<file path="config.mk">
export PLATFORM = sky130hd
export DESIGN_NAME = mfr_regs
export DESIGN_NICKNAME = d
export VERILOG_FILES = /design/src/mfr_pkg.sv /design/src/mfr_regs.sv
export SDC_FILE = /design/constraint.sdc
export NUM_CORES = 1
export LEC_CHECK = 0
export BUFFER_PORTS_ARGS = -buffer_cell sky130_fd_sc_hd__buf_2
export CORE_ASPECT_RATIO = 0.75
export CORE_MARGIN = 10
export CORE_UTILIZATION = 50
export CTS_CLUSTER_DIAMETER = 200
export DETAILED_ROUTE_END_ITERATION = 8
export HOLD_SLACK_MARGIN = 0.12
export PLACE_DENSITY = 0.74
export SLEW_MARGIN = 15
export SYNTH_ARGS = -nofsm -noshare
export SYNTH_HDL_FRONTEND = slang
export SYNTH_SLANG_ARGS = --single-unit
</file>
<file path="constraint.sdc">
create_clock -name i_clk -period 6.85 [get_ports i_clk]
set_clock_uncertainty 0.1 [all_clocks]
set_input_delay 1.37 -clock i_clk [delete_from_list [all_inputs] [get_ports i_clk]]
set_output_delay 1.37 -clock i_clk [all_outputs]
set_load 0.03 [all_outputs]
</file>
<file path="src/mfr_pkg.sv">
// constants for the meter, fault capture and auto restart registers
// ==========================================================
package mfr_pkg;
    // ==========================================================
    // register offsets, mask count and reset value
    localparam logic [7:0] ADDR_MASK0 = 8'h15;
    localparam logic [7:0] MASK_CNT   = 8'h06;
    localparam logic [7:0] ADDR_METER = 8'h84;
    localparam logic [7:0] ADDR_SNAP  = 8'h85;
    localparam logic [7:0] ADDR_LOG   = 8'h90;
    localparam logic [7:0] ADDR_RST   = 8'hA2;
    localparam logic [7:0] REG_RESET  = 8'h00;
    // ==========================================================
    // field positions
    localparam int MTR_RESET  = 7;
    localparam int MTR_HALT   = 6;
    localparam int MTR_TICK   = 5;
    localparam int MTR_OVF    = 4;
    localparam int MTR_ALERT  = 3;
    localparam int MTR_LOCK   = 2;
    localparam int SNAP_LSB   = 4;
    localparam int SNAP_HALT  = 3;
    localparam int LOG_EN     = 7;
    localparam int LOG_UNLOCK = 6;
    localparam int LOG_START  = 5;
    localparam int LOG_DONE   = 4;
    localparam int LOG_ALERT  = 3;
    localparam int RST_EN     = 7;
    localparam int RST_DL_LSB = 4;
    localparam int RST_STAT   = 1;
    localparam int RST_WP     = 0;
    // ==========================================================
    // fault capture copy map
    localparam logic [3:0] LOG_STEPS = 4'hC;
    localparam logic [3:0] LOG_ADC0  = 4'h6;
    localparam logic [7:0] NVM_FAULT = 8'hA4;
    localparam logic [7:0] NVM_ADC   = 8'hE1;
    // ==========================================================
    // timing
    localparam int CLK_MHZ          = 50;
    localparam int RESTART_BASE_US  = 512000;
    localparam int RESTART_BASE_CYC = RESTART_BASE_US * CLK_MHZ;
endpackage

</file>
<file path="src/mfr_regs.sv">
// meter, snapshot, fault capture and auto restart register bank
`timescale 1ns/1ps
`default_nettype none
module mfr_regs #(
    parameter logic [31:0] P_BASE_CYC = 32'(mfr_pkg::RESTART_BASE_CYC)
) (
    // clock and reset
    input  wire logic        i_clk,
    input  wire logic        i_rst_n,
    // host register port
    input  wire logic        i_wr,
    input  wire logic        i_rd,
    input  wire logic [7:0]  i_addr,
    input  wire logic [7:0]  i_wdata,
    output logic      [7:0]  o_rdata,
    // meter
    input  wire logic        i_tick_wrap,
    input  wire logic        i_meter_ovf,
    output logic             o_meter_reset,
    output logic             o_meter_halt,
    input  wire logic        i_nvm_factory_locked,
    // converter
    output logic      [3:0]  o_snap_sel,
    output logic             o_snap_halt,
    input  wire logic        i_conv_done,
    // alert sources and masks
    input  wire logic [7:0]  i_fault,
    input  wire logic [39:0] i_alarm,
    input  wire logic [1:0]  i_cfg3_mask,
    input  wire logic        i_gpio_setup_two_mask,
    output logic             o_alert,
    // fault capture
    input  wire logic        i_fault_event,
    input  wire logic [7:0]  i_sense_now,
    input  wire logic [7:0]  i_sense_min,
    input  wire logic [7:0]  i_sense_max,
    input  wire logic [7:0]  i_rail_now,
    input  wire logic [7:0]  i_rail_min,
    input  wire logic [7:0]  i_rail_max,
    output logic             o_nvm_we,
    output logic      [7:0]  o_nvm_addr,
    output logic      [7:0]  o_nvm_data,
    input  wire logic        i_nvm_ready,
    // auto restart
    input  wire logic        i_wp_pin,
    input  wire logic        i_cool_busy,
    output logic             o_restart
);
    // ==========================================================
    // types and helpers
    typedef enum logic [2:0] {
        ST_IDLE = 3'b001,
        ST_COPY = 3'b010,
        ST_FIN  = 3'b100
    } mfr_state_type;

    function automatic logic mask_hit(input logic [7:0] a);
        mask_hit = (a >= mfr_pkg::ADDR_MASK0) &&
                   (a < mfr_pkg::ADDR_MASK0 + mfr_pkg::MASK_CNT);
    endfunction

    function automatic logic [2:0] mask_idx(input logic [7:0] a);
        logic [7:0] d;
        d = a - mfr_pkg::ADDR_MASK0;
        mask_idx = d[2:0];
    endfunction

    // ==========================================================
    // state
    logic [7:0]    mask_r [6];
    logic [7:0]    mask_nxt [6];
    logic          mreset_r, mreset_nxt, mhalt_r, mhalt_nxt;
    logic          tick_r, tick_nxt, movf_r, movf_nxt;
    logic          alatch_r, alatch_nxt;
    logic [3:0]    sel_r, sel_nxt;
    logic          shalt_r, shalt_nxt;
    logic          len_r, len_nxt, unl_r, unl_nxt;
    logic          lst_r, lst_nxt, ldone_r, ldone_nxt;
    logic          lal_r, lal_nxt;
    mfr_state_type st_r, st_nxt;
    logic [3:0]    idx_r, idx_nxt;
    logic [7:0]    naddr_r, naddr_nxt, ndata_r, ndata_nxt;
    logic          ren_r, ren_nxt;
    logic [2:0]    rdl_r, rdl_nxt;
    logic [31:0]   cnt_r, cnt_nxt;
    logic          rpulse_r, rpulse_nxt;
    logic          wp_s1_r, wp_s2_r;
    logic [7:0]    rdata_r, rdata_nxt;
    logic [5:0]    hit;
    logic          alert_any;

    // ==========================================================
    // alert gating
    assign hit[0] = |(i_fault & mask_r[0]);
    genvar g;
    generate
        for (g = 1; g < 6; g++) begin : g_alarm
            assign hit[g] = |(i_alarm[(g-1)*8 +: 8] & mask_r[g]);
        end
    endgenerate

    always_comb begin
        alert_any = (|hit) ||
                    (|({movf_r, alatch_r} & i_cfg3_mask)) ||
                    (i_conv_done && i_gpio_setup_two_mask) ||
                    (ldone_r && lal_r);
    end

    assign o_alert = alert_any;

    // ==========================================================
    // copy map
    function automatic logic [7:0] copy_addr(input logic [3:0] i);
        if (i < mfr_pkg::LOG_ADC0) begin
            copy_addr = mfr_pkg::NVM_FAULT + {4'h0, i};
        end else begin
            copy_addr = mfr_pkg::NVM_ADC +
                        {4'h0, i - mfr_pkg::LOG_ADC0};
        end
    endfunction

    function automatic logic [7:0] copy_data(input logic [3:0] i);
        case (i)
            4'h0:    copy_data = i_fault;
            4'h1:    copy_data = i_alarm[7:0];
            4'h2:    copy_data = i_alarm[15:8];
            4'h3:    copy_data = i_alarm[23:16];
            4'h4:    copy_data = i_alarm[31:24];
            4'h5:    copy_data = i_alarm[39:32];
            4'h6:    copy_data = i_sense_now;
            4'h7:    copy_data = i_sense_min;
            4'h8:    copy_data = i_sense_max;
            4'h9:    copy_data = i_rail_now;
            4'hA:    copy_data = i_rail_min;
            default: copy_data = i_rail_max;
        endcase
    endfunction

    // ==========================================================
    // next state
    always_comb begin
        logic wm, ws, wl, wr2, clr_ok;
        wm  = i_wr && (i_addr == mfr_pkg::ADDR_METER);
        ws  = i_wr && (i_addr == mfr_pkg::ADDR_SNAP);
        wl  = i_wr && (i_addr == mfr_pkg::ADDR_LOG);
        wr2 = i_wr && (i_addr == mfr_pkg::ADDR_RST);
        clr_ok = wl && (unl_r || i_wdata[mfr_pkg::LOG_UNLOCK]);
        for (int k = 0; k < 6; k++) begin
            mask_nxt[k] = mask_r[k];
        end
        if (i_wr && mask_hit(i_addr)) begin
            mask_nxt[mask_idx(i_addr)] = i_wdata;
        end
        // meter control
        mreset_nxt = wm ? i_wdata[mfr_pkg::MTR_RESET] : mreset_r;
        mhalt_nxt  = wm ? i_wdata[mfr_pkg::MTR_HALT] : mhalt_r;
        tick_nxt = tick_r;
        if (wm && !i_wdata[mfr_pkg::MTR_TICK]) begin
            tick_nxt = 1'b0;
        end
        if (i_tick_wrap) begin
            tick_nxt = 1'b1;
        end
        movf_nxt = movf_r;
        if (wm && !i_wdata[mfr_pkg::MTR_OVF]) begin
            movf_nxt = 1'b0;
        end
        if (i_meter_ovf) begin
            movf_nxt = 1'b1;
        end
        alatch_nxt = alatch_r;
        if (wm && !i_wdata[mfr_pkg::MTR_ALERT]) begin
            alatch_nxt = 1'b0;
        end
        if (alert_any) begin
            alatch_nxt = 1'b1;
        end
        // snapshot
        sel_nxt   = ws ? i_wdata[mfr_pkg::SNAP_LSB +: 4] : sel_r;
        shalt_nxt = ws ? i_wdata[mfr_pkg::SNAP_HALT] : shalt_r;
        // fault capture control
        len_nxt = wl ? i_wdata[mfr_pkg::LOG_EN] : len_r;
        unl_nxt = wl ? i_wdata[mfr_pkg::LOG_UNLOCK] : unl_r;
        lal_nxt = wl ? i_wdata[mfr_pkg::LOG_ALERT] : lal_r;
        lst_nxt = lst_r;
        ldone_nxt = ldone_r;
        if (clr_ok && !i_wdata[mfr_pkg::LOG_START]) begin
            lst_nxt = 1'b0;
        end
        if (clr_ok && !i_wdata[mfr_pkg::LOG_DONE]) begin
            ldone_nxt = 1'b0;
        end
        st_nxt = st_r;
        idx_nxt = idx_r;
        case (st_r)
            ST_IDLE: begin
                if (len_r && i_fault_event && !lst_r && !ldone_r) begin
                    st_nxt  = ST_COPY;
                    idx_nxt = 4'h0;
                    lst_nxt = 1'b1;
                end
            end
            ST_COPY: begin
                if (i_nvm_ready) begin
                    if (idx_r == mfr_pkg::LOG_STEPS - 4'h1) begin
                        st_nxt = ST_FIN;
                    end else begin
                        idx_nxt = idx_r + 4'h1;
                    end
                end
            end
            ST_FIN: begin
                ldone_nxt = 1'b1;
                st_nxt = ST_IDLE;
            end
            default: begin
                st_nxt = ST_IDLE;
            end
        endcase
        naddr_nxt = copy_addr(idx_nxt);
        ndata_nxt = copy_data(idx_nxt);
        // auto restart
        ren_nxt = wr2 ? i_wdata[mfr_pkg::RST_EN] : ren_r;
        rdl_nxt = wr2 ? i_wdata[mfr_pkg::RST_DL_LSB +: 3] : rdl_r;
        cnt_nxt = cnt_r;
        rpulse_nxt = 1'b0;
        if (cnt_r != 32'h0) begin
            cnt_nxt = cnt_r - 32'h1;
            rpulse_nxt = (cnt_r == 32'h1);
        end
        if (wr2 && i_wdata[mfr_pkg::RST_EN] && !ren_r) begin
            // only a 0 to 1 change arms a restart
            cnt_nxt = P_BASE_CYC << i_wdata[mfr_pkg::RST_DL_LSB +: 3];
        end else if (wr2 && !i_wdata[mfr_pkg::RST_EN]) begin
            cnt_nxt = 32'h0;
        end
        // read data
        rdata_nxt = rdata_r;
        if (i_rd) begin
            if (i_addr == mfr_pkg::ADDR_METER) begin
                rdata_nxt = {mreset_r, mhalt_r, tick_r, movf_r,
                             alatch_r, i_nvm_factory_locked, 2'b00};
            end else if (i_addr == mfr_pkg::ADDR_SNAP) begin
                rdata_nxt = {sel_r, shalt_r, 3'b000};
            end else if (i_addr == mfr_pkg::ADDR_LOG) begin
                rdata_nxt = {len_r, unl_r, lst_r, ldone_r,
                             lal_r, 3'b000};
            end else if (i_addr == mfr_pkg::ADDR_RST) begin
                rdata_nxt = {ren_r, rdl_r, 2'b00,
                             (cnt_r != 32'h0) || i_cool_busy,
                             wp_s2_r};
            end else if (mask_hit(i_addr)) begin
                rdata_nxt = mask_r[mask_idx(i_addr)];
            end else begin
                rdata_nxt = 8'h00;
            end
        end
    end

    // ==========================================================
    // registers
    always_ff @(posedge i_clk or negedge i_rst_n) begin
        if (!i_rst_n) begin
            for (int k = 0; k < 6; k++) begin
                mask_r[k] <= mfr_pkg::REG_RESET;
            end
            mreset_r <= 1'b0;
            mhalt_r  <= 1'b0;
            tick_r   <= 1'b0;
            movf_r   <= 1'b0;
            alatch_r <= 1'b0;
            sel_r    <= 4'h0;
            shalt_r  <= 1'b0;
            len_r    <= 1'b0;
            unl_r    <= 1'b0;
            lst_r    <= 1'b0;
            ldone_r  <= 1'b0;
            lal_r    <= 1'b0;
            st_r     <= ST_IDLE;
            idx_r    <= 4'h0;
            naddr_r  <= mfr_pkg::NVM_FAULT;
            ndata_r  <= 8'h00;
            ren_r    <= 1'b0;
            rdl_r    <= 3'h0;
            cnt_r    <= 32'h0;
            rpulse_r <= 1'b0;
            wp_s1_r  <= 1'b0;
            wp_s2_r  <= 1'b0;
            rdata_r  <= 8'h00;
        end else begin
            mask_r   <= mask_nxt;
            mreset_r <= mreset_nxt;
            mhalt_r  <= mhalt_nxt;
            tick_r   <= tick_nxt;
            movf_r   <= movf_nxt;
            alatch_r <= alatch_nxt;
            sel_r    <= sel_nxt;
            shalt_r  <= shalt_nxt;
            len_r    <= len_nxt;
            unl_r    <= unl_nxt;
            lst_r    <= lst_nxt;
            ldone_r  <= ldone_nxt;
            lal_r    <= lal_nxt;
            st_r     <= st_nxt;
            idx_r    <= idx_nxt;
            naddr_r  <= naddr_nxt;
            ndata_r  <= ndata_nxt;
            ren_r    <= ren_nxt;
            rdl_r    <= rdl_nxt;
            cnt_r    <= cnt_nxt;
            rpulse_r <= rpulse_nxt;
            wp_s1_r  <= i_wp_pin;
            wp_s2_r  <= wp_s1_r;
            rdata_r  <= rdata_nxt;
        end
    end

    // ==========================================================
    // outputs
    assign o_rdata       = rdata_r;
    assign o_meter_reset = mreset_r;
    assign o_meter_halt  = mhalt_r;
    assign o_snap_sel    = sel_r;
    assign o_snap_halt   = shalt_r;
    assign o_nvm_we      = (st_r == ST_COPY);
    assign o_nvm_addr    = naddr_r;
    assign o_nvm_data    = ndata_r;
    assign o_restart     = rpulse_r;
endmodule
`default_nettype wire

</file>
==> metrics.md, run 1 <==
| Metric | Value |
|---|---|
| Hold_sp | wp_s1_r |
| R2R Path Start | idx_r[0] |
| CTS sink count | 131 |
| Die Y | ~130 um |
| Switching Share | 28.8% |
| Root buf cell | clkbuf_16 |
| Final worst path period share | ~67% |
| # rows | 40 |
| DP HPWL | between 15,000 and 20,000 um |
| Status | complete, no violations |
| Seq pwr share | 40.5% |
| Synthesized area | just over 8000 um^2 |
| Logic pwr share | 15.6% |
| P_int | between 1.5 and 2 mW |
| Final hold viol count | 0 |
| Non-Filler Instances | 1,164 |
| Post-synth top area cell | dfrtp_1 |
| Design Area, Final | 9570 um^2 |
| Largest net degree at the start of global routing | 73 |
| Top cells by count, synth | dfrtp_1, mux2_2, nand2_1 |
| Sw power | 0.628 mW |
| Number of H-tree levels | 4 |
| GPL Wtd Cong | 0.910 |
| Seq/Total Area, Yosys | 40.8% |
| Die span in x | 166 um |
| Vias in the first global route | 7,050 |
| Core ar. | 15,900 um^2 |
| Tmin final | 4.56 ns |
| DP Worst Slack | between 2 and 2.5 ns |
| Post-route setup slack | 2.29 ns |
| FFs w/ async S/R, synth | 100% |
| Clk Latency, worst-skew pair | 0.43 ns |
| Hold-fix buffers, CTS | 0 |
| Initial Util | 50.5% |
| Worst-path maximum fanout | 2 |
| Max Cap Viol | 0 |
| Worst stage delay on the critical path | 0.59 ns |
| Setup crit start | i_alarm[3] |
| Placed instance area | 8960 um^2 |
| GRT Util Overall | 23.1% |
| Final Setup Violations | 0 |
| Most used cell, CP | buf_2 |
| First-pass GRT wire length | 40,200 um |
| Worst Reg-to-Reg Cells | 11 |
| RSZ-0062 raised after global routing | false |
| Final TNS setup | 0 ns |
| Diodes inserted | 0 |
| Die area | 21,600 um^2 |
| Detailed Route Iter0 Violations | approximately 940 |
| Global-route congestion overflow total | 0 |
| Syn. warnings | 0 |
| Post-synth EDFFs | 0 |
| Post-CTS sizing | 0 |
| Leakage | 4.27 nW |
| Hold depth | 0 |
| Pwr Density | 228 nW/um^2 |
| IO Count | 161 |
| Prevailing post-synth register cell | dfrtp_1 |
| Crit. End Element | output port |
| Inserted Clock Buffers | 17 |
| Vias | 7,566 |
| Top Family by Delay on Critical Path | simple AND/OR/NAND/NOR gates |
| Placed Cells | 1,132 |
| Post-synthesis average cell area | 10.0 um^2 |
| Crit path depth | 6 |
| Highest Clock Rate | 0.219 GHz |
| IO buf count | 158 |
| Yosys cell types | 82 |
| Slew Limit Fails | 0 |
| FF/Latch Area | around 3300 um^2 |
| Rel. slew slack | roughly 26% |
| Initial DRT Pass Iterations | 7 |
| Cell types occupying the most area after synthesis | dfrtp_1, mux2_2, ha_1 |
| Worst path cell trace | buf_2 -> a22o_1 -> a221oi_1 -> nand4_1 -> or4_1 -> buf_2 |
| Setup Fix Bufs, Post-CTS | 0 |
| Clock Power Share | 43.9% |
| Bufs and invs on worst path | 2 |
| DR WL/cell | 22.5 um |
| NumNets Final | 1,093 |
| Measured slew at the worst slew-check pin | 1.11 ns |
| Register clock-pin slew on the reported worst setup and hold paths | around 0.060 ns |
| Peak supply drop | between 100 and 150 uV |
| Most frequent cell after synthesis | dfrtp_1 |
| Post-Syn Instances | 802 |
| CP Launch Type | primary input |
| Layout area overhead | 19.0% |
| CTS Buffer Depth | 2 |
| Fill cells | 1,352 |
| Top cell type's share of synthesized area | approximately 40% |
| Total Wirelength | 26,100 um |
| Arrival @ worst endpoint | 3.09 ns |
| Remaining antenna violation count after routing | 0 |
| Multi-input gate area | ~4500 um^2 |
| Setup CP Type | in -> out |
| Worst Hold Class | reg -> reg |
| DRC viols | 0 |
| Vias/cell | 6.50 |
| Crit path max-delay cell type | or4_1 |
| Worst Path Required | around 5.4 ns |
| Synthesis-stage register bit count | 131 |
| Initial antenna violation count | 0 |
| CTS tree | built |
| Layout cells sized above 1 | slightly below 30% |
through the flow:
step,hold slack (ns),util [%],power [mW]
6_report,0.265,60.1,2.18
5_1_grt,0.278,60.1,2.26
4_1_cts,0.267,60.1,2.18
3_5_place_dp,0.250,56.3,1.23
3_3_place_gp,0.248,56.3,1.22
2_1_floorplan,0.231,-,1.09
power groups by stage:
stage	Combinational, mW	Sequential (mW)	Clock, mW
2_1_floorplan	0.192	0.893	0
3_3_place_gp	0.327	0.894	0
3_5_place_dp	0.332	0.895	0
4_1_cts	0.335	0.882	0.962
5_1_grt	0.371	0.891	0.997
6_report	0.340	0.884	0.957
worst register-to-register path, stage by stage (launching register included):
cell	delay (ns)
dfrtp_1	0.47
ha_1	0.28
nand3b_1	0.16
nand2_1	0.09
mux2i_1	0.12
o21ai_0	0.57
ha_1	1.02
nor3_1	0.09
o21ai_0	0.18
o41ai_1	0.09
buf_4	0.21
a221o_1	0.34
registers in the layout, indices dropped and copies added (netlist names), 4 cells and up:
signal and cells:
o_nvm_addr 6, o_snap_sel 4, o_rdata 8, o_nvm_data 8
mask_r 48, idx_r 4, cnt_r 32
per-layer routing:
metal	track usage [%]	part of all wire [%]
met1	33.1	44
met2	34.5	46
met3	5.02	9.2
met4	6.34	1.2
met5	0	0
cell families after synthesis:
family	Yosys count	share of synthesized area, %
multiplexers	77	11.6
buffers and inverters	70	3.69
AND/OR/NAND/NOR	248	17.9
AO/OA/AOI/OAI	241	21.1
adder cells (fa/ha/maj)	25	3.89
other	1	0.0466
XOR/XNOR	9	0.980
flip-flops	131	40.8
cell type report:
class	instances	area share (%)
multi-input cells	602	46.8
flip-flops and latches	131	34.3
clock inverters	12	1.62
well taps	210	2.74
inverters	24	0.941
clock buffers	20	4.77
repair buffers	165	8.87
cell usage in the layout, fill, tap and decap left out, drive strengths merged, types with 25 or more instances in the layout:
cell / netlist / routed
nand2: 51 / 51
buf: 18 / 165
o21ai: 44 / 44
a21oi: 45 / 45
inv: 24 / 25
ha: 25 / 25
dfrtp: 129 / 129
a22o: 28 / 28
mux2: 60 / 60
nor2: 44 / 44
path summary, 6_finish.rpt:
kind	end	slack (ns)
min in group asynchronous	o_snap_sel[3]	0.83
max reg2reg	o_nvm_data[2]	3.03
min reg2reg	wp_s2_r	0.26
min	wp_s2_r	0.26
max	o_alert	2.29
max in group asynchronous	idx_r[2]	4.46
Note: power is estimated with default switching activity, not from simulation.
==> run 2, diff against run 1 <==
Clock period 6.85 ns to 4.45 ns, I/O delays scaled along.
==> run 2 against run 1 <==
Compared with the run above: highest routed layer unchanged; register-to-register slack got worse by 2.0 ns; cell count increased by 0.60%; clock-buffer cell count is 5 higher; design area barely moved; via count down 0.94%; critical path depth is the same.
==> metrics.md, run 2 (synthesized netlist as in run 1, its figures left out) <==
| Metric | Value |
|---|---|
| Status | complete, no violations |
| CP Launch Type | primary input |
| DRC viols | 0 |
| Commonest cells after routing, fill and taps aside | buf_2, dfrtp_1, mux2_2, nand2_1, a21oi_1 |
| Worst Path Required | ~3.5 ns |
| Rel. slew slack | 31.8% |
| Final hold viol count | 0 |
| Root buf cell | clkbuf_16 |
| Final Setup Violations | 0 |
| Worst Hold Class | reg -> reg |
| Layout area overhead | 19.1% |
| Most used cell, CP | buf_2 |
| IO buf count | 158 |
| Diodes inserted | 0 |
| Tot Pwr | 3.22 mW |
| Peak supply drop | approximately 170 uV |
| Worst path cell trace | buf_2 -> a22o_1 -> a221oi_1 -> nand4_1 -> or4_1 -> buf_2 |
| Max Cap Viol | 0 |
| CTS Buffer Depth | 2 |
| Hold-fix buffers, CTS | 0 |
| Placed instance area | 9020 um^2 |
| Largest register by flop count | mask_r |
| Die span in x | roughly 170 um |
| Die Y | 130 um |
| IO Count | 161 |
| CTS tree | built |
| Initial DRT Pass Iterations | 7 |
| Vias in the first global route | roughly 7,300 |
| Pwr Density | 337 nW/um^2 |
| Most common cell after layout, fill and taps aside | buf_2 |
| Crit. End Element | output port |
| Post-CTS sizing | 0 |
| Top Family by Delay on Critical Path | simple AND/OR/NAND/NOR gates |
| First-pass GRT wire length | 41,000 um |
| Fill cells | 1,372 |
| Vias/cell | 6.40 |
| DP Worst Slack | 0.598 ns |
| Leakage | ~4.3 nW |
| # rows | 40 |
| CTS sink count | ~130 |
| Arrival @ worst endpoint | 2.59 ns |
| Hold WS | 0.250 ns |
| Crit path max-delay cell type | or4_1 |
| NumNets Final | 1,102 |
| Measured slew at the worst slew-check pin | 1.02 ns |
| Slew Limit Fails | 0 |
| Initial Util | 50.5% |
| GPL Wtd Cong | just over 0.9 |
| Detailed Route Iter0 Violations | 871 |
| Bufs and invs on worst path | 2 |
| Global-route congestion overflow total | 0 |
| Largest net degree at the start of global routing | 76 |
| Final worst path period share | between 80 and 90% |
| Total Wirelength | roughly 26,000 um |
| Setup CP Type | in -> out |
| Register clock-pin slew on the reported worst setup and hold paths | roughly 0.050 ns |
| Layout cells sized above 1 | 29.9% |
| Worst stage delay on the critical path | 0.60 ns |
| Final core utilization | around 60% |
| Biggest regs | mask_r x48, cnt_r x32 |
| Placed Cells | 1,141 |
| DR WL/cell | 22.3 um |
| Setup Fix Bufs, Post-CTS | 0 |
| Final TNS setup | 0 ns |
| Clk Latency, worst-skew pair | 0.43 ns |
| Worst-path maximum fanout | 2 |
| Number of H-tree levels | 4 |
| Inserted Clock Buffers | 17 |
| DP HPWL | 19,200 um |
| Vias | about 7,500 |
| Core ar. | ~16,000 um^2 |
| Post-route setup slack | 0.866 ns |
| Initial antenna violation count | 0 |
| Design Area, Final | approximately 9600 um^2 |
| RSZ-0062 raised after global routing | false |
| Remaining antenna violation count after routing | 0 |
| GRT Util Overall | 23.5% |
| Die area | approximately 22,000 um^2 |
| Non-Filler Instances | 1,171 |
| Highest Clock Rate | 0.279 GHz |
| Largest register FFs | 48 |
| Tmin final | 3.58 ns |
==> run 2: changes by cell type in the layout (fill, tap and decap cells not counted), sizes merged <==
| cell | previous run | this run |
|---|---|---|
| buf | 165 | 174 |
| clkbuf | 20 | 25 |
| clkinvlp | 5 | 0 |
| bufinv | 3 | 1 |
| clkinv | 3 | 4 |
| inv | 25 | 24 |
==> run 2: power by group <==
part           internal [mW]  switching (mW)  total (mW)
Sequential              1.27          0.0846        1.36
Combinational          0.212           0.316       0.528
Clock                  0.832           0.505        1.34
==> run 2: area by class of cell <==
cell class / count / area (um^2) / area share, %
Clock buffer: 25 / 505 / 5.28
Sequential cell: 131 / 3280 / 34.3
Timing Repair Buffer: 174 / 917 / 9.58
Tap cell: 210 / 263 / 2.74
Multi-Input combinational cell: 602 / 4470 / 46.7
Inverter: 24 / 90.1 / 0.941
Clock inverter: 5 / 50.0 / 0.523
==> run 2: path summary, 6_finish.rpt <==
check,from,to,slack [ns],depth (start not counted)
hold / removal,wp_s1_r,wp_s2_r,0.25,0
setup reg to reg,st_r[2],o_nvm_data[2],0.99,11
min in group asynchronous,i_rst_n,o_rdata[2],0.39,1
setup / recovery,i_alarm[3],o_alert,0.87,6
max in group asynchronous,i_rst_n,st_r[0],2.92,2
hold reg to reg,wp_s1_r,wp_s2_r,0.25,0
==> run 2: worst register-to-register path: cells and delay by family (launching register included) <==
family,cells,cell delay (ns)
adders and majority gates,1,0.48
and+or+nand+nor,2,0.71
AOI/OAI and AO/OA,5,1.02
DFF,1,0.48
buffers and inverters,3,0.55
==> run 2: per-layer routing <==
| metal | global-route usage, % | vias to the layer above | routed length [um] |
|---|---|---|---|
| met5 | 0 | - | 0 |
| met4 | 7.42 | 0 | 491 |
| met3 | 5.50 | 53 | 2340 |
| met2 | 35.8 | 363 | 12100 |
| met1 | 32.5 | 3664 | 11300 |
| li1 | - | 3415 | - |
